### config.mk
export PLATFORM = sky130hd
export DESIGN_NAME = usr_sense_enable
export DESIGN_NICKNAME = d
export VERILOG_FILES = /design/src/common/usr_pkg.sv /design/src/rtl/usr_sense_enable.sv
export VERILOG_INCLUDE_DIRS = /design/src /design/src/common
export SDC_FILE = /design/constraint.sdc
export NUM_CORES = 1
export LEC_CHECK = 0
export BUFFER_PORTS_ARGS = -buffer_cell sky130_fd_sc_hd__buf_4
export CAP_MARGIN = 20
export CORE_MARGIN = 3
export CORE_UTILIZATION = 25
export CTS_BUF_LIST = sky130_fd_sc_hd__clkbuf_8
export DETAILED_ROUTE_END_ITERATION = 6
export PLACE_DENSITY_LB_ADDON = 0.3
export SETUP_SLACK_MARGIN = 0.4
export SYNTH_ARGS = -nofsm -noshare
export SYNTH_HDL_FRONTEND = slang
export SYNTH_SLANG_ARGS = --single-unit
### constraint.sdc
create_clock -name pclk -period 4.74 [get_ports pclk]
set_input_delay 0.948 -clock pclk [delete_from_list [all_inputs] [get_ports pclk]]
set_output_delay 0.948 -clock pclk [all_outputs]
set_load 0.02 [all_outputs]
### src/common/usr_consts.svh
// Offsets, field positions, reset values and timing counts of the user sense/enable block.
// Assumes a 100 MHz pclk and APB byte addressing with one register per aligned word.
`ifndef USR_CONSTS_SVH
`define USR_CONSTS_SVH

// ----------------------------------------------------------------------------
// Register offsets
// ----------------------------------------------------------------------------
`define USR_OFS_UREG     12'h000
`define USR_OFS_MODE     12'h004
`define USR_OFS_INT_STAT 12'h008
`define USR_OFS_INT_MASK 12'h00c

// ----------------------------------------------------------------------------
// Field positions
// ----------------------------------------------------------------------------
`define USR_SNS0         0
`define USR_SNS1         1
`define USR_ENA0         2
`define USR_ENA1         3
`define USR_MODE_RUN     0

// ----------------------------------------------------------------------------
// Reset values and timing
// ----------------------------------------------------------------------------
`define USR_UREG_RST     4'h0
`define USR_MODE_RST     8'h00
`define USR_SENSE_NS     160
`define USR_CLK_NS       10
`define USR_SENSE_CYC    ((`USR_SENSE_NS + `USR_CLK_NS - 1) / `USR_CLK_NS)

`endif

### src/common/usr_pkg.sv
// Types shared by the user sense/enable block.
// Assumes the constants header is included by the design file.
package usr_pkg;

  typedef struct packed {
    logic [11:0] addr;
    logic        write;
    logic [31:0] wdata;
  } usr_apb_req_t;

  typedef enum logic [2:0] {
    USR_IDLE   = 3'b001,
    USR_ACCESS = 3'b010,
    USR_DONE   = 3'b100
  } usr_bus_state_t;

endpackage

### src/rtl/usr_sense_enable.sv
// User sense latches, user enable outputs and mode register behind an APB slave.
// Assumes asynchronous sense pins and a 100 MHz pclk with active-low async reset.
//
// What this block does
// - Reset clears every register, including sense and enable bits, except stop_mode, which it sets, and the bus state, which goes to USR_IDLE.
// - Reset forces the mode run bit to zero, giving stop mode.
// - Sense bit sets after its input stays high at least 160 ns.
// - Latched sense bit stays set until cleared over the bus.
// - Each enable output follows its enable bit.
`timescale 1ns/100ps
`include "usr_consts.svh"

module usr_sense_enable
  import usr_pkg::*;
#(
  parameter int SENSE_CYC = `USR_SENSE_CYC
)
(
  input  wire logic        pclk,              // Bus and core clock, 100 MHz.
  input  wire logic        presetn,           // Asynchronous reset, active low.
  input  wire logic        psel,              // APB select.
  input  wire logic        penable,           // APB access phase.
  input  wire logic        pwrite,            // APB write when high.
  input  wire logic [11:0] paddr,             // APB byte address.
  input  wire logic [31:0] pwdata,            // APB write data.
  output logic      [31:0] prdata,            // APB read data.
  output logic             pready,            // APB ready.
  output logic             pslverr,           // APB error for unmapped address.
  input  wire logic        user_sense_in_0,   // Asynchronous sense pin 0.
  input  wire logic        user_sense_in_1,   // Asynchronous sense pin 1.
  output logic             user_enable_out_0, // Enable pin 0.
  output logic             user_enable_out_1, // Enable pin 1.
  output logic             stop_mode,         // High while the device is in stop mode.
  output logic             irq                // Level interrupt, unmasked status set.
);

  // The qualifier counters are eight bits wide, so longer qualification is refused.
  if (SENSE_CYC < 1 || SENSE_CYC > 255)
  begin : g_bad_sense_cyc
    $error("SENSE_CYC out of range");
  end

  // --------------------------------------------------------------------------
  // Sense pin synchronisers and qualifiers
  // --------------------------------------------------------------------------
  logic [2:0] sync0_r, sync1_r, sync0_nxt, sync1_nxt;
  logic [7:0] cnt_r [2];
  logic [7:0] cnt_nxt [2];
  logic [1:0] qual;
  logic [1:0] lvl;
  logic [1:0] lvl_r;

  always_comb
  begin
    sync0_nxt = {sync0_r[1:0], user_sense_in_0};
    sync1_nxt = {sync1_r[1:0], user_sense_in_1};
    // A change counts only once the second and third stages agree; while they differ
    // the last agreed level is kept, so one unsettled sample cannot cut a count short.
    lvl[0] = (sync0_r[1] == sync0_r[2]) ? sync0_r[1] : lvl_r[0];
    lvl[1] = (sync1_r[1] == sync1_r[2]) ? sync1_r[1] : lvl_r[1];
    for (int i = 0; i < 2; i++)
    begin
      qual[i] = 1'b0;
      cnt_nxt[i] = 8'h00;
      if (lvl[i])
      begin
        if (cnt_r[i] == 8'(SENSE_CYC - 1))
        begin
          qual[i] = 1'b1;
          cnt_nxt[i] = cnt_r[i];
        end
        else
          cnt_nxt[i] = cnt_r[i] + 8'h01;
      end
    end
  end

  always_ff @(posedge pclk or negedge presetn)
  begin
    if (!presetn)
    begin
      sync0_r  <= 3'h0;
      sync1_r  <= 3'h0;
      cnt_r[0] <= 8'h00;
      cnt_r[1] <= 8'h00;
      lvl_r    <= 2'h0;
    end
    else
    begin
      sync0_r  <= sync0_nxt;
      sync1_r  <= sync1_nxt;
      cnt_r[0] <= cnt_nxt[0];
      cnt_r[1] <= cnt_nxt[1];
      lvl_r    <= lvl;
    end
  end

  // --------------------------------------------------------------------------
  // Registers and APB slave
  // --------------------------------------------------------------------------
  usr_apb_req_t   req;
  usr_bus_state_t st_r, st_nxt;
  logic [3:0]  ureg_r, ureg_nxt;
  logic [7:0]  mode_r, mode_nxt;
  logic [1:0]  stat_r, stat_nxt, mask_r, mask_nxt;
  logic [31:0] rdata_r, rdata_nxt;
  logic        rdy_r, rdy_nxt, err_r, err_nxt, irq_nxt;
  logic        acc, wr, rd, hit;

  assign req = '{addr: paddr, write: pwrite, wdata: pwdata};

  always_comb
  begin
    acc = psel & penable & (st_r == USR_ACCESS);
    wr  = acc & req.write;
    rd  = acc & ~req.write;
    hit = (req.addr == `USR_OFS_UREG) || (req.addr == `USR_OFS_MODE) ||
          (req.addr == `USR_OFS_INT_STAT) || (req.addr == `USR_OFS_INT_MASK);
    st_nxt = st_r;
    unique case (st_r)
      USR_IDLE:   if (psel && !penable) st_nxt = USR_ACCESS;
      USR_ACCESS: if (penable) st_nxt = USR_DONE;
      USR_DONE:   st_nxt = USR_IDLE;
      default:    st_nxt = USR_IDLE;
    endcase
    rdy_nxt   = acc;
    err_nxt   = acc & ~hit;
    rdata_nxt = 32'h0000_0000;
    ureg_nxt  = ureg_r;
    mode_nxt  = mode_r;
    mask_nxt  = mask_r;
    stat_nxt  = stat_r;
    if (wr && req.addr == `USR_OFS_UREG)
    begin
      // Writing one to a sense bit leaves it alone; zero clears it.
      ureg_nxt[`USR_SNS0] = ureg_r[`USR_SNS0] & req.wdata[`USR_SNS0];
      ureg_nxt[`USR_SNS1] = ureg_r[`USR_SNS1] & req.wdata[`USR_SNS1];
      ureg_nxt[`USR_ENA0] = req.wdata[`USR_ENA0];
      ureg_nxt[`USR_ENA1] = req.wdata[`USR_ENA1];
    end
    if (wr && req.addr == `USR_OFS_MODE)
      mode_nxt = req.wdata[7:0];
    if (wr && req.addr == `USR_OFS_INT_MASK)
      mask_nxt = req.wdata[1:0];
    if (rd)
    begin
      unique case (req.addr)
        `USR_OFS_UREG:     rdata_nxt = {28'h0, ureg_r};
        `USR_OFS_MODE:     rdata_nxt = {24'h0, mode_r};
        `USR_OFS_INT_STAT: rdata_nxt = {30'h0, stat_r};
        `USR_OFS_INT_MASK: rdata_nxt = {30'h0, mask_r};
        default:           rdata_nxt = 32'h0000_0000;
      endcase
      if (req.addr == `USR_OFS_INT_STAT)
        stat_nxt = 2'b00;
    end
    // A newly qualified sense wins over a clear in the same cycle.
    ureg_nxt[`USR_SNS0] = ureg_nxt[`USR_SNS0] | qual[0];
    ureg_nxt[`USR_SNS1] = ureg_nxt[`USR_SNS1] | qual[1];
    stat_nxt = stat_nxt | (qual & ~ureg_r[1:0]);
    irq_nxt  = |(stat_nxt & mask_nxt);
  end

  always_ff @(posedge pclk or negedge presetn)
  begin
    if (!presetn)
    begin
      st_r              <= USR_IDLE;
      ureg_r            <= `USR_UREG_RST;
      mode_r            <= `USR_MODE_RST;
      stat_r            <= 2'b00;
      mask_r            <= 2'b00;
      rdata_r           <= 32'h0000_0000;
      rdy_r             <= 1'b0;
      err_r             <= 1'b0;
      irq               <= 1'b0;
      user_enable_out_0 <= 1'b0;
      user_enable_out_1 <= 1'b0;
      stop_mode         <= 1'b1;
    end
    else
    begin
      st_r              <= st_nxt;
      ureg_r            <= ureg_nxt;
      mode_r            <= mode_nxt;
      stat_r            <= stat_nxt;
      mask_r            <= mask_nxt;
      rdata_r           <= rdata_nxt;
      rdy_r             <= rdy_nxt;
      err_r             <= err_nxt;
      irq               <= irq_nxt;
      user_enable_out_0 <= ureg_nxt[`USR_ENA0];
      user_enable_out_1 <= ureg_nxt[`USR_ENA1];
      stop_mode         <= ~mode_nxt[`USR_MODE_RUN];
    end
  end

  // The answer is registered, so pready rises one cycle into the access phase.
  assign prdata  = rdata_r;
  assign pready  = rdy_r;
  assign pslverr = err_r;
endmodule

==> flow_summary_export.csv, run 1 <==
group,metric,value,unit
outcome,status,"complete, no violations",
power,comb_power_share,9.0,%
min_path,holdPathStages,0,
place,routabilityCongestion,0.7817,
place,io_buffer_count,40,
logic_synthesis,yosys-top-cells-area,"dfrtp_1 (54%), buf_4 (7.3%), mux2_2 (4.6%)",
die,placementRows,35,
global_route,grt_pass1_wl,7.355,mm
logic_synthesis,synth_cells,213,
setup_path,cp-start-kind,"primary input",
clock_network,clk_pin_slew,0.10,ns
logic_synthesis,async_flop_share,100.0,%
timing,finalCritPeriodShare,58.38,%
final_layout,syn_to_final_growth,18.43,%
timing,final-max-slew-violation-count,0,
global_route,grt_pass1_vias,1575,
final_layout,layoutNonFillerInstCount,387,
logic_synthesis,synth_top_area_cell,"dfrtp_1",
place,dpl.hpwl,3.240,mm
timing,holdWs,0.3623,ns
place,dp.cells,379,
global_route,grt_util_met2,12.70,%
route,drc_errors,0,
setup_path,worstRegToRegCells,5,
die,die_area,11110,sq um
final_layout,diodes,0,
power,netSwitchingFraction,24.58,%
final_layout,fin_nets,310,
setup_path,cp_num_cells,6,
route,num_vias,1624,
timing,tns,0,ns
power,p_total,831.3,uW
setup_path,cp_num_buf_inv,1,
logic_synthesis,ys.flop_type,"dfrtp_1",
timing,finClkSkew,0.006805,ns
route,ant_nets,0,
min_path,min-delay-start,"sync0_r[0]",
die,start_util,26.25,%
setup_path,critPathKind,"primary input to flop",
setup_path,reg2reg_to,"mode_r[4]",
timing,period_needed,2.767,ns
global_route,busiest_layer,"met2",
setup_path,cpPeakStageDelay,0.55,ns
timing,final_hold_viol_count,0,
power,clockPowerShare,32.0,%
place,place_area,2831,sq um
logic_synthesis,ys_seq_area_share,55.80,%
global_route,antenna_found_initial,0,
setup_path,path_delay_family,"simple AND/OR/NAND/NOR gates",
die,die-width,105.4,microns
route,first_pass_iters,4,
clock_network,cts.sinks,55,
clock_network,cts_tree,"built",
global_route,grtUsageMet3,2.694,%
timing,fmax,0.3614,GHz
timing,rsz0062_at_grt,"no",
timing,max_slew_margin,51.65,%
setup_path,rrSetupSlack,2.69,ns
flow_run,cap_violations,0,
final_layout,drive_above_1_share,25.97,%
setup_path,critPathSlowestCell,"or4_4",
min_path,hold_class,"flop to flop",
logic_synthesis,yosysTopAreaCellShare,53.67,%
logic_synthesis,syn_area,2471,sq um
setup_path,crit_fanout,9,
clock_network,post_cts_buffers,0,
final_layout,final_area,2927,sq um
clock_network,clockBufferDepth,2,
global_route,grt_util_met1,10.73,%
setup_path,r2r-start,"st_r[0]",
clock_network,cts-resized-gates,0,
clock_network,numCtsBuffers,5,
power,p_per_area,284.0,nW/um^2
route,drt_iter0_drc,29,
clock_network,cts_hold_buf,0,
timing,setup_violations,0,
setup_path,cp-end-kind,"flop",
global_route,track_usage,8.004,%
power,vdd_ir_drop_max,0.1185,mV
clock_network,htree_levels,2,
setup_path,critPathArrivalTime,2.96,ns
logic_synthesis,synth-edff-count,0,
power,power.leakage,0.001384,uW
setup_path,crit_path_cell_trace,"buf_4 > or4_4 > nor4_4 > nand2_2 > nor3_4 > mux2_2",
setup_path,cp_data_required_time,4.93,ns
logic_synthesis,synth-seq-cells,55,
logic_synthesis,yosysUniqueCellTypes,43,
logic_synthesis,ys_warn_count,0,
route,viasPerCell,4.196,
clock_network,clock_latency,0.30,ns
die,io_pins,89,
route,avgRoutedWirePerCell,11.44,microns
timing,worst_slew_pin_slew,0.7237,ns
global_route,grt_max_degree,56,
die,core_area,9415,sq um
power,seq_power_share,59.0,%
min_path,holdPathEnd,"sync0_r[1]",
logic_synthesis,syn_area_per_cell,11.60,sq um
global_route,grt_overflow_total,0,
power,power.switching,204.3,uW
power,internal_power,627.0,uW
route,drt-total-wl,4.428,mm
clock_network,root_buffer,"clkbuf_8",
die,die_h,105.4,microns
==> how the worst max path moves through the flow <==
stage	endpoint	startpoint
after floorplan	mode_r[0]	paddr[7]
after global placement	mode_r[5]	paddr[7]
after detailed placement	mode_r[4]	paddr[7]
after CTS	mode_r[4]	paddr[7]
after global routing	mode_r[1]	paddr[7]
final	mode_r[4]	paddr[7]
==> placed cells by master, fill, tap and decap left out, drive strengths merged, types with 2 or more instances in the layout <==
| cell | n |
|---|---|
| o21ai | 10 |
| nand3b | 2 |
| inv | 7 |
| mux2 | 10 |
| or3 | 4 |
| xor2 | 5 |
| or4 | 2 |
| a21o | 2 |
| and3 | 3 |
| nor3 | 5 |
| clkbuf | 6 |
| nor3b | 5 |
| mux2i | 7 |
| dfrtp | 53 |
| buf | 40 |
| and2 | 4 |
| dfstp | 2 |
| mux4 | 2 |
| a2bb2oi | 2 |
| nand2 | 12 |
| nand4 | 2 |
| nand3 | 5 |
| nor2b | 4 |
| ha | 2 |
| nor2 | 19 |
| conb | 24 |
| nand2b | 2 |
| a21oi | 5 |
==> flip-flops by register name, summed over array words and instances, names as in the netlist, 3 cells and up <==
signal and count:
cnt_r 16, mode_r 8, prdata 8, ureg_r 4, st_r 3, sync0_r 3
sync1_r 3
==> power groups by stage <==
stage	Sequential [uW]	Clock, uW	Combinational, uW
2_1_floorplan	498	0	57.6
3_3_place_gp	499	0	75.2
3_5_place_dp	499	0	76.0
4_1_cts	490	278	76.1
5_1_grt	492	297	84.1
6_report	490	266	74.8
==> synth_stat cells, types with 2 or more instances <==
cell type and number:
a21o_1 2, a21oi_1 5, a2bb2oi_1 2, and2_1 4, and3_1 3, buf_4 24
clkbuf_1 2, dfrtp_1 53, dfstp_2 2, ha_1 2, inv_1 6, mux2_2 10
mux2i_1 7, mux4_2 2, nand2_1 11, nand2b_1 2, nand3_1 5, nand3b_1 2
nand4_1 2, nor2_1 19, nor2b_1 4, nor3_1 4, nor3b_1 5, o21ai_0 8
o21ai_1 2, or3_1 4, xor2_1 5
==> worst register-to-register path: cells and delay by family, from the launching register on <==
family | cells | cell delay, ns
flops | 1 | 0.38
simple gates | 4 | 1.18
mux | 1 | 0.40
==> cell type report <==
type	count	area (sq um)
Inverter	6	22.52
Sequential cell	55	1379
Clock inverter	2	12.51
Fill cell	964	6489
Tap cell	129	161.4
Timing Repair Buffer	40	300.3
Clock buffer	6	82.58
Multi-Input combinational cell	149	968.4
==> metal layers <==
| metal | vias to the layer above | share of wire, % |
|---|---|---|
| met4 | 0 | 0.18 |
| li1 | 783 | - |
| met5 | - | 0 |
| met2 | 48 | 45 |
| met3 | 2 | 7.3 |
| met1 | 791 | 47 |
==> cell families (layout without fill, tap and decap cells) <==
| group | count (synthesis) | after routing | share of synthesized area, % |
|---|---|---|---|
| AOI/OAI and AO/OA | 23 | 23 | 5.570 |
| xor gates and xnor gates | 5 | 5 | 1.772 |
| adders and majority gates | 2 | 2 | 1.012 |
| buffers and inverters | 32 | 54 | 8.506 |
| DFF | 55 | 55 | 55.80 |
| muxes | 19 | 19 | 9.215 |
| other | 1 | 24 | 0.1518 |
| and+or+nand+nor | 76 | 76 | 17.97 |
==> per-stage QoR <==
step           utilization (%)  setup slack, ns
2_1_floorplan                -            2.019
3_3_place_gp             30.07            1.671
3_5_place_dp             30.07            1.639
4_1_cts                  31.08            1.969
5_1_grt                  31.08            1.901
6_report                 31.08            1.973
(Power assumes the default switching activity.)
==> inputs of run 2 (changes only) <==
==> constraint.sdc (replaced) <==
create_clock -name pclk -period 2.55 [get_ports pclk]
set_input_delay 0.51 -clock pclk [delete_from_list [all_inputs] [get_ports pclk]]
set_output_delay 0.51 -clock pclk [all_outputs]
set_load 0.02 [all_outputs]
==> flow_summary_export.csv, run 2 (same netlist as run 1, synthesis figures left out) <==
group,metric,value,unit
global_route,grt_overflow_total,0,
final_layout,largest_reg_flops,16,
place,dp.cells,384,
die,die-width,105.4,microns
setup_path,critPathArrivalTime,2.29,ns
die,die_area,11110,sq um
setup_path,crit_fanout,4,
timing,final_hold_viol_count,0,
setup_path,cp-start-kind,"primary input",
timing,max_slew_margin,54.93,%
power,vdd_ir_drop_max,0.2248,mV
die,io_pins,89,
clock_network,clk_pin_slew,0.10,ns
clock_network,numCtsBuffers,5,
clock_network,cts-resized-gates,0,
final_layout,layoutNonFillerInstCount,392,
die,core_area,9415,sq um
clock_network,htree_levels,2,
setup_path,cp_data_required_time,2.80,ns
global_route,antenna_found_initial,0,
final_layout,syn_to_final_growth,20.30,%
clock_network,cts.sinks,55,
global_route,grt_pass1_wl,7.707,mm
clock_network,cts_hold_buf,0,
final_layout,n_fill_cell,997,
timing,final-max-slew-violation-count,0,
global_route,track_usage,8.344,%
min_path,hold_class,"primary input to async pin",
clock_network,clock_latency,0.31,ns
flow_run,cap_violations,0,
route,drc_errors,0,
setup_path,reg2reg_to,"irq",
global_route,grt_max_degree,56,
setup_path,critPathKind,"primary input to flop",
setup_path,worstRegToRegCells,5,
global_route,grt_pass1_vias,1560,
clock_network,clockBufferDepth,2,
die,start_util,26.25,%
route,avgRoutedWirePerCell,11.19,microns
setup_path,r2r-start,"cnt_r[5]",
setup_path,cp-end-kind,"flop",
clock_network,cts_tree,"built",
timing,period_needed,2.040,ns
timing,tns,0,ns
timing,setup_violations,0,
route,first_pass_iters,4,
setup_path,crit_path_cell_trace,"buf_4 > or4_4 > nor4_4 > buf_4 > nand3b_1 > nor3b_1 > buf_4 > and2_1",
setup_path,cpMostUsedCell,"buf_4",
timing,finalCritPeriodShare,80.00,%
route,num_vias,1613,
final_layout,layout_commonest_cell,"dfrtp_1",
route,drt_iter0_drc,52,
setup_path,critPathSlowestCell,"or4_4",
place,routabilityCongestion,0.7328,
timing,worst_slew_pin_slew,0.6760,ns
place,io_buffer_count,40,
power,p_per_area,520.6,nW/um^2
clock_network,root_buffer,"clkbuf_8",
route,viasPerCell,4.115,
outcome,status,"complete, no violations",
place,dpl.hpwl,3.257,mm
timing,rsz0062_at_grt,"no",
setup_path,cpPeakStageDelay,0.55,ns
setup_path,rrSetupSlack,0.66,ns
route,drt-total-wl,4.388,mm
timing,finClkSkew,0.004959,ns
power,power.leakage,0.001409,uW
die,placementRows,35,
clock_network,post_cts_buffers,0,
timing,fmax,0.4902,GHz
die,die_h,105.4,microns
final_layout,final_cell_mix,"dfrtp_1 (53), buf_4 (44), conb_1 (24)",
route,ant_nets,0,
final_layout,regMostFlops,"cnt_r",
final_layout,fin_nets,315,
final_layout,drive_above_1_share,27.76,%
final_layout,diodes,0,
run 2: per-stage QoR:
step | cell area, sq um | hold slack (ns) | worst slack (ns) | utilization [%] | power, uW
after floorplan | 2557 | 0.2144 | 0.3184 | - | 1032
after global placement | 2882 | 0.3348 | 0.1443 | 30.60 | 1071
after detailed placement | 2882 | 0.3363 | 0.2085 | 30.60 | 1074
after CTS | 2973 | 0.2589 | 0.5359 | 31.57 | 1580
after global routing | 2973 | 0.2720 | 0.4299 | 31.57 | 1637
final | 2973 | 0.2244 | 0.5100 | 31.57 | 1548
run 2: worst max-delay path, delay by kind of cell:
kind                   cells  cell delay, ns
buffers and inverters      3            0.48
AND/OR/NAND/NOR            5            1.30
run 2: final cells by class:
cell class | instances | area [sq um] | share of cell area (%)
clock buffer | 5 | 68.82 | 2.315
multi-input combinational | 149 | 968.4 | 32.58
inverter | 6 | 22.52 | 0.7576
clock inverter | 3 | 22.52 | 0.7576
sequential | 55 | 1379 | 46.38
tap | 129 | 161.4 | 5.429
timing repair buffer | 45 | 350.3 | 11.78
run 2: metal layers:
layer | GRT usage (%) | up-vias | wire, microns
met5 | 0 | - | 0
met2 | 12.39 | 40 | 1989
met4 | 1.687 | 0 | 23
met1 | 11.67 | 785 | 2089
met3 | 3.062 | 5 | 287
li1 | - | 783 | -
run 2: worst max-delay path by stage:
| stage | depth (start not counted) | start | slack (ns) | endpoint |
|---|---|---|---|---|
| final | 8 | paddr[7] | 0.51 | prdata[4] |
| after global routing | 8 | paddr[7] | 0.43 | prdata[4] |
| after CTS | 8 | paddr[7] | 0.54 | prdata[6] |
| after detailed placement | 6 | paddr[7] | 0.21 | ureg_r[2] |
| after global placement | 8 | paddr[7] | 0.14 | prdata[6] |
| after floorplan | 5 | paddr[7] | 0.32 | mode_r[0] |
run 2: where the power goes:
part	total [uW]	internal, uW	switching, uW	leakage [uW]
logic	143	53.1	89.7	0.000642
clock network	494	199	295	0.0000489
registers	911	895	15.7	0.000718
